==> src/shared/slm_consts.vh <==
// register map, field positions and reset values of the lane monitor
`ifndef SLM_CONSTS_VH
`define SLM_CONSTS_VH

// ==========================================
// bus geometry
`define SLM_ADDR_W 16
`define SLM_IDX_W 11
`define SLM_RESP_OKAY 2'h0
`define SLM_RESP_SLVERR 2'h2

// ==========================================
// register indices, byte address is four times the index
`define SLM_IDX_ERR_SEL 11'h46B
`define SLM_IDX_DISP 11'h46D
`define SLM_IDX_NIT 11'h46E
`define SLM_IDX_UCC 11'h46F
`define SLM_IDX_CGS 11'h470
`define SLM_IDX_FRS 11'h471
`define SLM_IDX_CKS 11'h472
`define SLM_IDX_IRQ_EN 11'h47A
`define SLM_IDX_THR 11'h47C
`define SLM_IDX_IRQ_STAT 11'h480
`define SLM_IDX_IRQ_CLR 11'h481

// ==========================================
// lane control fields
`define SLM_CTL_IRQ_CLR 7
`define SLM_CTL_CNT_OFF 6
`define SLM_CTL_CNT_CLR 5
`define SLM_CTL_LANE_HI 2
`define SLM_CTL_LANE_LO 0
`define SLM_FLAG_IRQ_CLR 7

// ==========================================
// counter readback selector fields and type codes
`define SLM_SEL_LANE_HI 6
`define SLM_SEL_LANE_LO 4
`define SLM_SEL_TYPE_HI 1
`define SLM_SEL_TYPE_LO 0
`define SLM_TYPE_DISP 2'h0
`define SLM_TYPE_NIT 2'h1
`define SLM_TYPE_UCC 2'h2

// ==========================================
// interrupt status and enable bit positions
`define SLM_INT_DISP 7
`define SLM_INT_NIT 6
`define SLM_INT_UCC 5
`define SLM_INT_CKS 2
`define SLM_INT_FRS 1
`define SLM_INT_CGS 0

// ==========================================
// reset values and counter limits
`define SLM_THR_RST 8'hFF
`define SLM_EN_RST 8'h00
`define SLM_SEL_RST 8'h00
`define SLM_CNT_MAX 8'hFF

`endif

==> src/hw/slm_lane_monitor.v <==
// per-lane error counters, sync status flags and axi4-lite register slave
// Summary of operation
// - control bit 7 clears addressed lane interrupt
// - control bit 6 disables addressed lane counter
// - control bit 5 zeroes addressed lane counter
// - bits 2:0 pick lane; 4:3 are ignored
// - table-miss read shows lanes at threshold
// - control-char read shows lanes at threshold
// - code-group flags show live lane lock
// - any code-group loss raises sync request
// - flag bit 7 write clears its interrupt
// - code-group enable bit 0, checksum bit 2
// - frame flags show live frame lock
// - frame loss starts resync automatically
// - checksum flags show last checksum matched
// - disparity read shows lanes at threshold
// - enabled threshold events pull interrupt low
// - selector 00/01/10 reads lane count
//
// Local design decision: register access over AXI4-Lite.
`include "slm_consts.vh"
`default_nettype none

// ==========================================
// one error type across eight lanes
module slm_err_type (
  input wire aclk,
  input wire aresetn,
  input wire [7:0] err_evt,
  input wire ctl_we,
  input wire [7:0] ctl_data,
  input wire [7:0] thr,
  output wire [7:0] reach,
  output wire [7:0] lane_irq,
  output wire [63:0] counts
);
  wire [7:0] lane_hit;
  // lane field decodes the target lane
  assign lane_hit = ctl_we ?
    (8'h01 << ctl_data[`SLM_CTL_LANE_HI:`SLM_CTL_LANE_LO]) : 8'h00;

  genvar g;
  generate
    for (g = 0; g < 8; g = g + 1) begin : g_lane
      reg [7:0] cnt_r;
      reg off_r;
      reg irq_r;
      wire bump;
      wire [8:0] inc9;
      wire hit_thr;

      // saturate so a stuck lane never wraps past the threshold
      assign bump = err_evt[g] && !off_r && (cnt_r != `SLM_CNT_MAX);
      assign inc9 = {1'b0, cnt_r} + 9'h001;
      assign hit_thr = bump && (inc9[7:0] == thr);

      // counter, disable and per-lane interrupt flag
      always @(posedge aclk) begin
        if (!aresetn) begin
          cnt_r <= 8'h00;
          off_r <= 1'b0;
          irq_r <= 1'b0;
        end else begin
          if (lane_hit[g] && ctl_data[`SLM_CTL_CNT_CLR]) begin
            cnt_r <= 8'h00;
          end else if (bump) begin
            cnt_r <= inc9[7:0];
          end
          if (lane_hit[g] && ctl_data[`SLM_CTL_CNT_OFF]) begin
            off_r <= 1'b1;
          end
          // clear loses to a fresh threshold hit
          if (hit_thr) begin
            irq_r <= 1'b1;
          end else if (lane_hit[g] && ctl_data[`SLM_CTL_IRQ_CLR]) begin
            irq_r <= 1'b0;
          end
        end
      end

      // threshold reached, readable as a status vector
      assign reach[g] = (cnt_r >= thr);
      assign lane_irq[g] = irq_r;
      assign counts[g*8 +: 8] = cnt_r;
    end
  endgenerate
endmodule

// ==========================================
// top: register slave and link status
module slm_lane_monitor (
  input wire aclk,
  input wire aresetn,
  input wire [`SLM_ADDR_W-1:0] s_axi_awaddr,
  input wire [2:0] s_axi_awprot,
  input wire s_axi_awvalid,
  output reg s_axi_awready,
  input wire [31:0] s_axi_wdata,
  input wire [3:0] s_axi_wstrb,
  input wire s_axi_wvalid,
  output reg s_axi_wready,
  output reg [1:0] s_axi_bresp,
  output reg s_axi_bvalid,
  input wire s_axi_bready,
  input wire [`SLM_ADDR_W-1:0] s_axi_araddr,
  input wire [2:0] s_axi_arprot,
  input wire s_axi_arvalid,
  output reg s_axi_arready,
  output reg [31:0] s_axi_rdata,
  output reg [1:0] s_axi_rresp,
  output reg s_axi_rvalid,
  input wire s_axi_rready,
  input wire [7:0] bad_disparity_error,
  input wire [7:0] not_in_table_error,
  input wire [7:0] unexpected_control_char_error,
  input wire [7:0] code_group_lock,
  input wire [7:0] frame_lock,
  input wire [7:0] checksum_ok,
  output reg sync_request_n,
  output reg resync_start,
  output reg irq_n
);
  // ==========================================
  // declarations
  reg aw_ok_r;
  reg w_ok_r;
  reg [`SLM_IDX_W-1:0] aw_idx_r;
  reg [7:0] wdata_r;
  reg wlane_r;
  reg [7:0] thr_r;
  reg [7:0] en_r;
  reg [7:0] sel_r;
  reg [2:0] stat_r;
  reg [7:0] cg_r;
  reg [7:0] fr_r;
  reg [7:0] ck_r;
  reg [7:0] rd_nxt;
  reg rd_hit;
  reg wr_hit;
  wire wr_go;
  wire [`SLM_IDX_W-1:0] ar_idx;
  wire [7:0] disp_reach;
  wire [7:0] nit_reach;
  wire [7:0] ucc_reach;
  wire [7:0] disp_irq;
  wire [7:0] nit_irq;
  wire [7:0] ucc_irq;
  wire [63:0] disp_cnt;
  wire [63:0] nit_cnt;
  wire [63:0] ucc_cnt;
  wire [7:0] stat_all;
  wire [7:0] sel_cnt;
  wire [5:0] sel_base;
  wire cg_loss;
  wire fr_loss;
  wire ck_bad;
  wire wr_disp;
  wire wr_nit;
  wire wr_ucc;
  wire flag_clr_cg;
  wire flag_clr_fr;
  wire flag_clr_ck;
  wire [2:0] clr_bits;

  // ==========================================
  // write channel
  // address and data are caught separately, in either order
  always @(posedge aclk) begin
    if (!aresetn) begin
      aw_ok_r <= 1'b0;
      w_ok_r <= 1'b0;
      aw_idx_r <= {`SLM_IDX_W{1'b0}};
      wdata_r <= 8'h00;
      wlane_r <= 1'b0;
      s_axi_awready <= 1'b0;
      s_axi_wready <= 1'b0;
      s_axi_bvalid <= 1'b0;
      s_axi_bresp <= `SLM_RESP_OKAY;
    end else begin
      s_axi_awready <= !aw_ok_r && !s_axi_awready && !s_axi_bvalid;
      s_axi_wready <= !w_ok_r && !s_axi_wready && !s_axi_bvalid;
      if (s_axi_awvalid && s_axi_awready) begin
        aw_ok_r <= 1'b1;
        aw_idx_r <= s_axi_awaddr[`SLM_IDX_W+1:2];
        s_axi_awready <= 1'b0;
      end
      if (s_axi_wvalid && s_axi_wready) begin
        w_ok_r <= 1'b1;
        wdata_r <= s_axi_wdata[7:0];
        wlane_r <= s_axi_wstrb[0];
        s_axi_wready <= 1'b0;
      end
      if (wr_go) begin
        aw_ok_r <= 1'b0;
        w_ok_r <= 1'b0;
        s_axi_bvalid <= 1'b1;
        s_axi_bresp <= wr_hit ? `SLM_RESP_OKAY : `SLM_RESP_SLVERR;
      end else if (s_axi_bvalid && s_axi_bready) begin
        s_axi_bvalid <= 1'b0;
      end
    end
  end

  // commit once both halves are held and no answer is pending
  assign wr_go = aw_ok_r && w_ok_r && !s_axi_bvalid;
  // writable map; wstrb lane 0 gates the byte, others are ignored
  always @* begin
    case (aw_idx_r)
      `SLM_IDX_ERR_SEL, `SLM_IDX_DISP, `SLM_IDX_NIT, `SLM_IDX_UCC,
      `SLM_IDX_CGS, `SLM_IDX_FRS, `SLM_IDX_CKS, `SLM_IDX_IRQ_EN,
      `SLM_IDX_THR, `SLM_IDX_IRQ_CLR: wr_hit = 1'b1;
      default: wr_hit = 1'b0;
    endcase
  end

  // writes at shared addresses reach lane control only
  // action bits live for the commit cycle alone
  assign wr_disp = wr_go && wlane_r && (aw_idx_r == `SLM_IDX_DISP);
  assign wr_nit = wr_go && wlane_r && (aw_idx_r == `SLM_IDX_NIT);
  assign wr_ucc = wr_go && wlane_r && (aw_idx_r == `SLM_IDX_UCC);

  // bit 7 on a flag register clears its interrupt only
  assign flag_clr_cg = wr_go && wlane_r && (aw_idx_r == `SLM_IDX_CGS) &&
    wdata_r[`SLM_FLAG_IRQ_CLR];
  assign flag_clr_fr = wr_go && wlane_r && (aw_idx_r == `SLM_IDX_FRS) &&
    wdata_r[`SLM_FLAG_IRQ_CLR];
  assign flag_clr_ck = wr_go && wlane_r && (aw_idx_r == `SLM_IDX_CKS) &&
    wdata_r[`SLM_FLAG_IRQ_CLR];
  assign clr_bits = {flag_clr_ck, flag_clr_fr, flag_clr_cg} |
    ((wr_go && wlane_r && (aw_idx_r == `SLM_IDX_IRQ_CLR)) ?
    wdata_r[2:0] : 3'h0);

  // software settings: threshold, enables, counter selector
  always @(posedge aclk) begin
    if (!aresetn) begin
      thr_r <= `SLM_THR_RST;
      en_r <= `SLM_EN_RST;
      sel_r <= `SLM_SEL_RST;
    end else if (wr_go && wlane_r) begin
      if (aw_idx_r == `SLM_IDX_THR) begin
        thr_r <= wdata_r;
      end
      if (aw_idx_r == `SLM_IDX_IRQ_EN) begin
        en_r <= wdata_r;
      end
      if (aw_idx_r == `SLM_IDX_ERR_SEL) begin
        sel_r <= wdata_r;
      end
    end
  end

  // ==========================================
  // error counters, one instance per error type
  slm_err_type u_disp (
    .aclk(aclk),
    .aresetn(aresetn),
    .err_evt(bad_disparity_error),
    .ctl_we(wr_disp),
    .ctl_data(wdata_r),
    .thr(thr_r),
    .reach(disp_reach),
    .lane_irq(disp_irq),
    .counts(disp_cnt)
  );

  slm_err_type u_nit (
    .aclk(aclk),
    .aresetn(aresetn),
    .err_evt(not_in_table_error),
    .ctl_we(wr_nit),
    .ctl_data(wdata_r),
    .thr(thr_r),
    .reach(nit_reach),
    .lane_irq(nit_irq),
    .counts(nit_cnt)
  );

  slm_err_type u_ucc (
    .aclk(aclk),
    .aresetn(aresetn),
    .err_evt(unexpected_control_char_error),
    .ctl_we(wr_ucc),
    .ctl_data(wdata_r),
    .thr(thr_r),
    .reach(ucc_reach),
    .lane_irq(ucc_irq),
    .counts(ucc_cnt)
  );

  // ==========================================
  // link status and sync events
  // inputs come from same-clock lane logic, so no synchroniser
  assign cg_loss = |(cg_r & ~code_group_lock);
  assign fr_loss = |(fr_r & ~frame_lock);
  assign ck_bad = |(ck_r & ~checksum_ok);
  // live per-lane flags, one cycle late
  always @(posedge aclk) begin
    if (!aresetn) begin
      cg_r <= 8'h00;
      fr_r <= 8'h00;
      ck_r <= 8'h00;
    end else begin
      cg_r <= code_group_lock;
      fr_r <= frame_lock;
      ck_r <= checksum_ok;
    end
  end

  // sticky sync interrupt bits, a new event beats a clear
  always @(posedge aclk) begin
    if (!aresetn) begin
      stat_r <= 3'h0;
    end else begin
      stat_r <= (stat_r & ~clr_bits) | {ck_bad, fr_loss, cg_loss};
    end
  end

  // request held while any lane lacks code-group lock
  // one-cycle resync kick on any frame-lock loss
  always @(posedge aclk) begin
    if (!aresetn) begin
      sync_request_n <= 1'b0;
      resync_start <= 1'b0;
    end else begin
      sync_request_n <= &code_group_lock;
      resync_start <= fr_loss;
    end
  end

  // ==========================================
  // interrupt combine
  assign stat_all = {|disp_irq, |nit_irq, |ucc_irq, 2'b00, stat_r};
  // enabled status pulls the active-low line down
  always @(posedge aclk) begin
    if (!aresetn) begin
      irq_n <= 1'b1;
    end else begin
      irq_n <= !(|(stat_all & en_r));
    end
  end

  // ==========================================
  // read channel
  assign ar_idx = s_axi_araddr[`SLM_IDX_W+1:2];
  assign sel_base = {sel_r[`SLM_SEL_LANE_HI:`SLM_SEL_LANE_LO], 3'b000};
  // type code picks the counter bank, lane picks the byte
  assign sel_cnt =
    (sel_r[`SLM_SEL_TYPE_HI:`SLM_SEL_TYPE_LO] == `SLM_TYPE_DISP) ?
      disp_cnt[sel_base +: 8] :
    (sel_r[`SLM_SEL_TYPE_HI:`SLM_SEL_TYPE_LO] == `SLM_TYPE_NIT) ?
      nit_cnt[sel_base +: 8] :
    (sel_r[`SLM_SEL_TYPE_HI:`SLM_SEL_TYPE_LO] == `SLM_TYPE_UCC) ?
      ucc_cnt[sel_base +: 8] : 8'h00;

  // read mux; write-only clear register reads zero
  always @* begin
    rd_nxt = 8'h00;
    rd_hit = 1'b1;
    case (ar_idx)
      `SLM_IDX_ERR_SEL: rd_nxt = sel_cnt;
      `SLM_IDX_DISP: rd_nxt = disp_reach;
      `SLM_IDX_NIT: rd_nxt = nit_reach;
      `SLM_IDX_UCC: rd_nxt = ucc_reach;
      `SLM_IDX_CGS: rd_nxt = cg_r;
      `SLM_IDX_FRS: rd_nxt = fr_r;
      `SLM_IDX_CKS: rd_nxt = ck_r;
      `SLM_IDX_IRQ_EN: rd_nxt = en_r;
      `SLM_IDX_THR: rd_nxt = thr_r;
      `SLM_IDX_IRQ_STAT: rd_nxt = stat_all;
      `SLM_IDX_IRQ_CLR: rd_nxt = 8'h00;
      default: rd_hit = 1'b0;
    endcase
  end

  // single-cycle read answer; arready drops while rvalid waits
  always @(posedge aclk) begin
    if (!aresetn) begin
      s_axi_arready <= 1'b0;
      s_axi_rvalid <= 1'b0;
      s_axi_rdata <= 32'h00000000;
      s_axi_rresp <= `SLM_RESP_OKAY;
    end else begin
      s_axi_arready <= !s_axi_rvalid && !s_axi_arready;
      if (s_axi_arvalid && s_axi_arready) begin
        s_axi_arready <= 1'b0;
        s_axi_rvalid <= 1'b1;
        s_axi_rdata <= {24'h000000, rd_nxt};
        s_axi_rresp <= rd_hit ? `SLM_RESP_OKAY : `SLM_RESP_SLVERR;
      end else if (s_axi_rvalid && s_axi_rready) begin
        s_axi_rvalid <= 1'b0;
      end
    end
  end
endmodule

`default_nettype wire

==> config.mk <==
export PLATFORM = sky130hd
export DESIGN_NAME = slm_lane_monitor
export DESIGN_NICKNAME = d
export VERILOG_FILES = /design/src/hw/slm_lane_monitor.v
export VERILOG_INCLUDE_DIRS = /design/src /design/src/shared
export SDC_FILE = /design/constraint.sdc
export NUM_CORES = 1
export LEC_CHECK = 0
export BUFFER_PORTS_ARGS = -buffer_cell sky130_fd_sc_hd__buf_2
export CAP_MARGIN = 20
export CELL_PAD_IN_SITES_DETAIL_PLACEMENT = 0
export CELL_PAD_IN_SITES_GLOBAL_PLACEMENT = 1
export CORE_UTILIZATION = 35
export DETAILED_ROUTE_END_ITERATION = 10
export GPL_ROUTABILITY_DRIVEN = 0
export PLACE_DENSITY = 0.72
export SLEW_MARGIN = 20
export SYNTH_ARGS = -nofsm -noshare
export SYNTH_HDL_FRONTEND = slang
export SYNTH_HIERARCHICAL = 1
export SYNTH_SLANG_ARGS = --single-unit
==> constraint.sdc <==
create_clock -name aclk -period 4 [get_ports aclk]
set_clock_uncertainty 0.05 [all_clocks]
set_input_delay 0.4 -clock aclk [delete_from_list [all_inputs] [get_ports aclk]]
set_output_delay 0.4 -clock aclk [all_outputs]
set_load 0.01 [all_outputs]
==> results of run 1 <==
worst min-delay path, delay by kind of cell:
family / cells / cell delay (ps)
AND/OR/NAND/NOR: 1 / 50
buffers and inverters: 2 / 170
layout make-up:
cell class,count,share of cell area
Multi-Input combinational cell,2453,0.618
Tap cell,950,0.0420
Clock buffer,50,0.0396
Antenna cell,1,0.0000884
Timing Repair Buffer,178,0.0415
Inverter,106,0.0141
Sequential cell,328,0.233
Clock inverter,25,0.0118
sequential cells by signal, summed over array words and instances, names as in the netlist, 11 cells and up:
| register | cells |
|---|---|
| u_nit/g_lane.cnt_r | 64 |
| u_disp/g_lane.cnt_r | 64 |
| aw_idx_r | 11 |
| u_ucc/g_lane.cnt_r | 64 |
what timing repair did:
item                      4_1_cts  5_1_grt
setup buffers                   0        0
hold endpoints to repair       36        0
hold buffers                   37        0
metal layers:
layer / vias up / GRT usage
met1: 10700 / 0.311
li1: 11000 / -
met3: 137 / 0.0284
met2: 669 / 0.340
met4: 0 / 0.0690
met5: - / 0
path summary, 6_finish.rpt:
path | startpoint | endpoint | slack, ps | cells after the start
max | aw_idx_r[10] | u_nit/g_lane[4].irq_r | 590 | 11
min | code_group_lock[6] | cg_r[6] | 30 | 3
max reg2reg | aw_idx_r[10] | u_nit/g_lane[4].irq_r | 590 | 11
min reg2reg | u_disp/g_lane[6].off_r | u_disp/g_lane[6].off_r | 400 | 2
report_power, final:
part / switching (mW) / internal (mW)
Clock: 1.64 / 2.42
Sequential: 0.185 / 3.35
Combinational: 0.409 / 0.313
Total: 2.23 / 6.09
kinds of logic (layout without fill, tap and decap cells):
kind of cell,after synthesis,after routing,share of synthesized area
simple gates,1179,1179,0.228
xor+xnor,353,353,0.122
mux,141,141,0.0796
fa+ha+maj,216,216,0.106
flops,328,328,0.258
compound gates,538,538,0.146
buf+inv,300,359,0.0596
other cells,1,27,0.000147
synthesized netlist by cell type (34+ instances only):
master / count
nand3_1: 112
xnor2_1: 179
nand2b_1: 55
inv_1: 103
dfxtp_1: 328
o21ai_0: 94
mux2i_1: 89
nand4_1: 47
nor2b_1: 74
nand2_1: 343
xor2_1: 171
a31oi_1: 34
ha_1: 216
a21oi_1: 128
buf_4: 64
and3_1: 36
o21a_1: 36
nor2_1: 289
mux4_2: 49
buf_2: 54
nor3_1: 62
clkbuf_1: 57
metrics by stage:
step | instance area [um^2] | util | hold slack [ps]
6_report | 28300 | 0.394 | 29.4
5_1_grt | 28300 | 0.394 | 20.0
4_1_cts | 28300 | 0.394 | 0.0288
3_5_place_dp | 26500 | 0.369 | 392
3_3_place_gp | 26500 | 0.369 | 388
2_1_floorplan | 25600 | - | 378
==> impl_metrics.tcl, run 1 <==
set metrics [dict create \
    syn_area_per_cell_um2 8.34 \
    leakagePower_nw 11.0 \
    power_density_nw_per_um2 294 \
    ys_types 99 \
    synth_flop_cell "dfxtp_1" \
    drt_wl_total_um 83000 \
    synth-seq-cells 328 \
    layout_setup_ws_ps 589 \
    fillers 7377 \
    grt_usage 0.219 \
    cts.reportedPaths.clkPinSlew_ps 60 \
    area_delta_synth_final_pct 11.1 \
    hpwl_um 60200 \
    drtPass1Iterations 5 \
    p_total_mw 8.32 \
    cts-root-buf "clkbuf_16" \
    synth_top_area_share 0.258 \
    vias 22500 \
    required_ps 4380 \
    grt_pass1_vias 20700 \
    dp.cells 3978 \
    synth_top_cell_by_area "dfxtp_1" \
    clock-sinks 328 \
    grt_max_degree 56 \
    setup_viol 0 \
    mostFrequentLayoutCell "nand2_1" \
    drt_iter0_markers 1883 \
    antenna_found_initial 2 \
    die_h_um 272 \
    slowest_delay_ps 570 \
    regArea_um2 6590 \
    start_util 0.355 \
    worstMarginPinSlew_ps 994 \
    clk_path_buf_depth 3 \
    top_layer_used "met4" \
    drcViolationCount 0 \
    period_needed_ps 3410 \
    rsz0062_at_grt "no" \
    cts_made_buffers 42 \
    cp_max_fo 4 \
    synth.area.top_cells "dfxtp_1 (26%), ha_1 (11%), xnor2_1 (6.2%)" \
    met2_length_um 36100 \
    final_nets 3454 \
    worstPathArrival_ps 3790 \
    ant_nets 0 \
    wl_met1_um 39700 \
    synth_edf_count 0 \
    hold_viol_final 0 \
    synth_warnings 6 \
    drv_cap 0 \
    end_kind "register" \
    pre_cts_ws_ps 778 \
    outcome "finished clean" \
    drive_gt1_frac 0.104 \
    synth_area_um2 25500 \
    via_per_inst 5.50 \
    slew_viol_final 0 \
    dieArea_um2 73900 \
    post-route-period-util 0.853 \
    crit_family "simple AND/OR/NAND/NOR gates" \
    synthArstFlopShare 0 \
    rows 98 \
    ys_seq_area_frac 0.258 \
    crit_buf_inv 1 \
    layout_common_cells "nand2_1 (343), dfxtp_1 (313), nor2_1 (289)" \
    detail_route.wl_per_cell_um 20.3 \
    die_width_um 272 \
    cts_tree "yes" \
    overflow 0 \
    cp_cell_sequence "nor3b_1 -> nand2_1 -> nor2_1 -> nand2_1 -> nor3_1 -> nand2b_1 -> buf_4 -> nor3b_1 -> a21boi_0 -> o21ba_2 -> a211oi_1" \
    max-slew-margin-rel 0.337 \
    dr_wl_met3_um 4790 \
    cts_resized 0 \
    core_um2 71700 \
    multiInputGateArea_um2 17500 \
    layoutNonFillerInstCount 4091 \
    fmax_mhz 293 \
    io_buffers 103 \
    io_pins 173 \
    peakVddDrop_uv 300 \
    worstSetupPathType "register to register" \
    grt_pass1_wl_um 126000 \
    hold_class "primary input to register" \
    setup_tns_ps 0 \
    start_kind "register" \
    htreeDepth 2 \
    netlist_instances 3056 \
    clk_latency_ps 600 \
    crit_slowest_cell "nor3_1" \
]
Note: power is estimated with default switching activity, not from simulation.
==> run 2, diff against run 1 <==
--- a/config.mk
+++ b/config.mk
@@ -13,7 +13,7 @@
 export CORE_UTILIZATION = 35
 export DETAILED_ROUTE_END_ITERATION = 10
 export GPL_ROUTABILITY_DRIVEN = 0
-export PLACE_DENSITY = 0.72
+export PLACE_DENSITY_LB_ADDON = 0.15
 export SLEW_MARGIN = 20
 export SYNTH_ARGS = -nofsm -noshare
 export SYNTH_HDL_FRONTEND = slang
==> impl_metrics.tcl, run 2 (synthesized netlist as in run 1, its figures left out) <==
set metrics [dict create \
    cts.reportedPaths.clkPinSlew_ps 60 \
    vias 23000 \
    reg_top3 "u_disp/g_lane.cnt_r (64), u_nit/g_lane.cnt_r (64), u_ucc/g_lane.cnt_r (64)" \
    grt_max_degree 71 \
    setup_viol 0 \
    clk_path_buf_depth 3 \
    hpwl_um 66200 \
    cts-root-buf "clkbuf_16" \
    ant_nets 0 \
    drt_iter0_markers 1944 \
    p_comb_frac 0.089 \
    required_ps 4420 \
    post-route-period-util 0.857 \
    setup_tns_ps 0 \
    clk_latency_ps 590 \
    drive_gt1_frac 0.104 \
    peakVddDrop_uv 299 \
    grt_usage 0.242 \
    rsz0062_at_grt "no" \
    slew_viol_final 0 \
    grt_pass1_vias 21800 \
    slowest_delay_ps 590 \
    outcome "finished clean" \
    worstSetupPathType "register to register" \
    p_total_mw 8.16 \
    pwr-share-clk 0.476 \
    die_width_um 272 \
    grt_pass1_wl_um 137000 \
    htreeDepth 2 \
    dpl_cell_area_um2 26500 \
    post-cts-setup-buffers 0 \
    drv_cap 0 \
    die_h_um 272 \
    rows 98 \
    io_buffers 103 \
    end_kind "register" \
    cts_tree "yes" \
    crit_buf_inv 1 \
    cts_made_buffers 42 \
    overflow 0 \
    layout_setup_ws_ps 572 \
    final_area_um2 28300 \
    period_needed_ps 3430 \
    seqPwrFrac 0.435 \
    start_kind "register" \
    drtPass1Iterations 6 \
    crit_family "compound AO/OA/AOI/OAI gates" \
    layout_common_cells "nand2_1 (343), dfxtp_1 (313), nor2_1 (289)" \
    start_util 0.355 \
    cp_cell_sequence "inv_1 -> ha_1 -> a2111oi_0 -> a31oi_1 -> and3_1 -> o41ai_1 -> and4_1 -> nor3_1" \
    worstMarginPinSlew_ps 1160 \
    cts-hold-fix-buffers 39 \
    hold_class "primary input to register" \
    detail_route.wl_per_cell_um 22.4 \
    worstPathArrival_ps 3840 \
    max-slew-margin-rel 0.217 \
    dieArea_um2 73900 \
    drcViolationCount 0 \
    power_density_nw_per_um2 289 \
    pre_cts_ws_ps 669 \
    area_delta_synth_final_pct 11.1 \
    swShare 0.277 \
    final_nets 3456 \
    via_per_inst 5.62 \
    antenna_found_initial 2 \
    power.switching_mw 2.26 \
    drt_wl_total_um 91900 \
    mostFrequentLayoutCell "nand2_1" \
    cts_resized 0 \
    crit_slowest_cell "dfxtp_4" \
    core_um2 71700 \
    io_pins 173 \
    leakagePower_nw 11.0 \
    fmax_mhz 292 \
    clock-sinks 328 \
    hold_viol_final 0 \
    cp_max_fo 17 \
    p_int_mw 5.90 \
]
run 2: cell count changes in the layout (fill, tap and decap cells not counted), sizes merged:
cell         previous run  this run
clkinv                  9         6
inv                   114       110
clkbuf                 50        63
clkinvlp                2         5
diode                   1         2
bufinv                  6         0
dlygate4sd3            37        39
run 2: worst min-delay path, stage by stage:
cell and delay [ps]:
buf_2 90, nand2_1 70, a21oi_1 60
run 2: per-layer routing:
| layer | vias to the layer above | global-route usage | part of all wire |
|---|---|---|---|
| li1 | 11000 | - | - |
| met1 | 11200 | 0.335 | 0.47 |
| met2 | 730 | 0.391 | 0.45 |
| met3 | 125 | 0.0315 | 0.056 |
| met4 | 0 | 0.0704 | 0.027 |
| met5 | - | 0 | 0 |
run 2: through the flow:
step | hold WS, ps | instances | util
after floorplan | 378 | 3081 | -
after global placement | 391 | 3978 | 0.369
after detailed placement | 394 | 3978 | 0.369
after CTS | 0.351 | 4095 | 0.394
after global routing | 19.8 | 4095 | 0.394
final | 33.5 | 4097 | 0.394
run 2: final timing paths:
check            startpoint        endpoint  slack [ps]  cells past startpoint
max                thr_r[6]  s_axi_rdata[7]         570                      8
min          s_axi_wdata[0]      wdata_r[0]          30                      3
max reg2reg        thr_r[6]  s_axi_rdata[7]         570                      8
min reg2reg  s_axi_bresp[1]  s_axi_bresp[1]         400                      2
run 2: layout make-up:
class	count	area, um^2
multi-input combinational	2453	17500
sequential	328	6590
fill	7335	43400
timing repair buffer	180	1220
inverter	106	398
clock buffer	63	1280
clock inverter	15	125
antenna	2	5.00
tap	950	1190
run 2: power by group through the flow:
stage               Combinational, mW  Sequential [mW]  Clock (mW)
finish                          0.728             3.55        3.88
detailed placement              0.694             3.62           0
CTS                             0.727             3.55        4.01
floorplan                       0.521             3.52           0
global placement                0.683             3.62           0
global route                    0.806             3.56        4.13
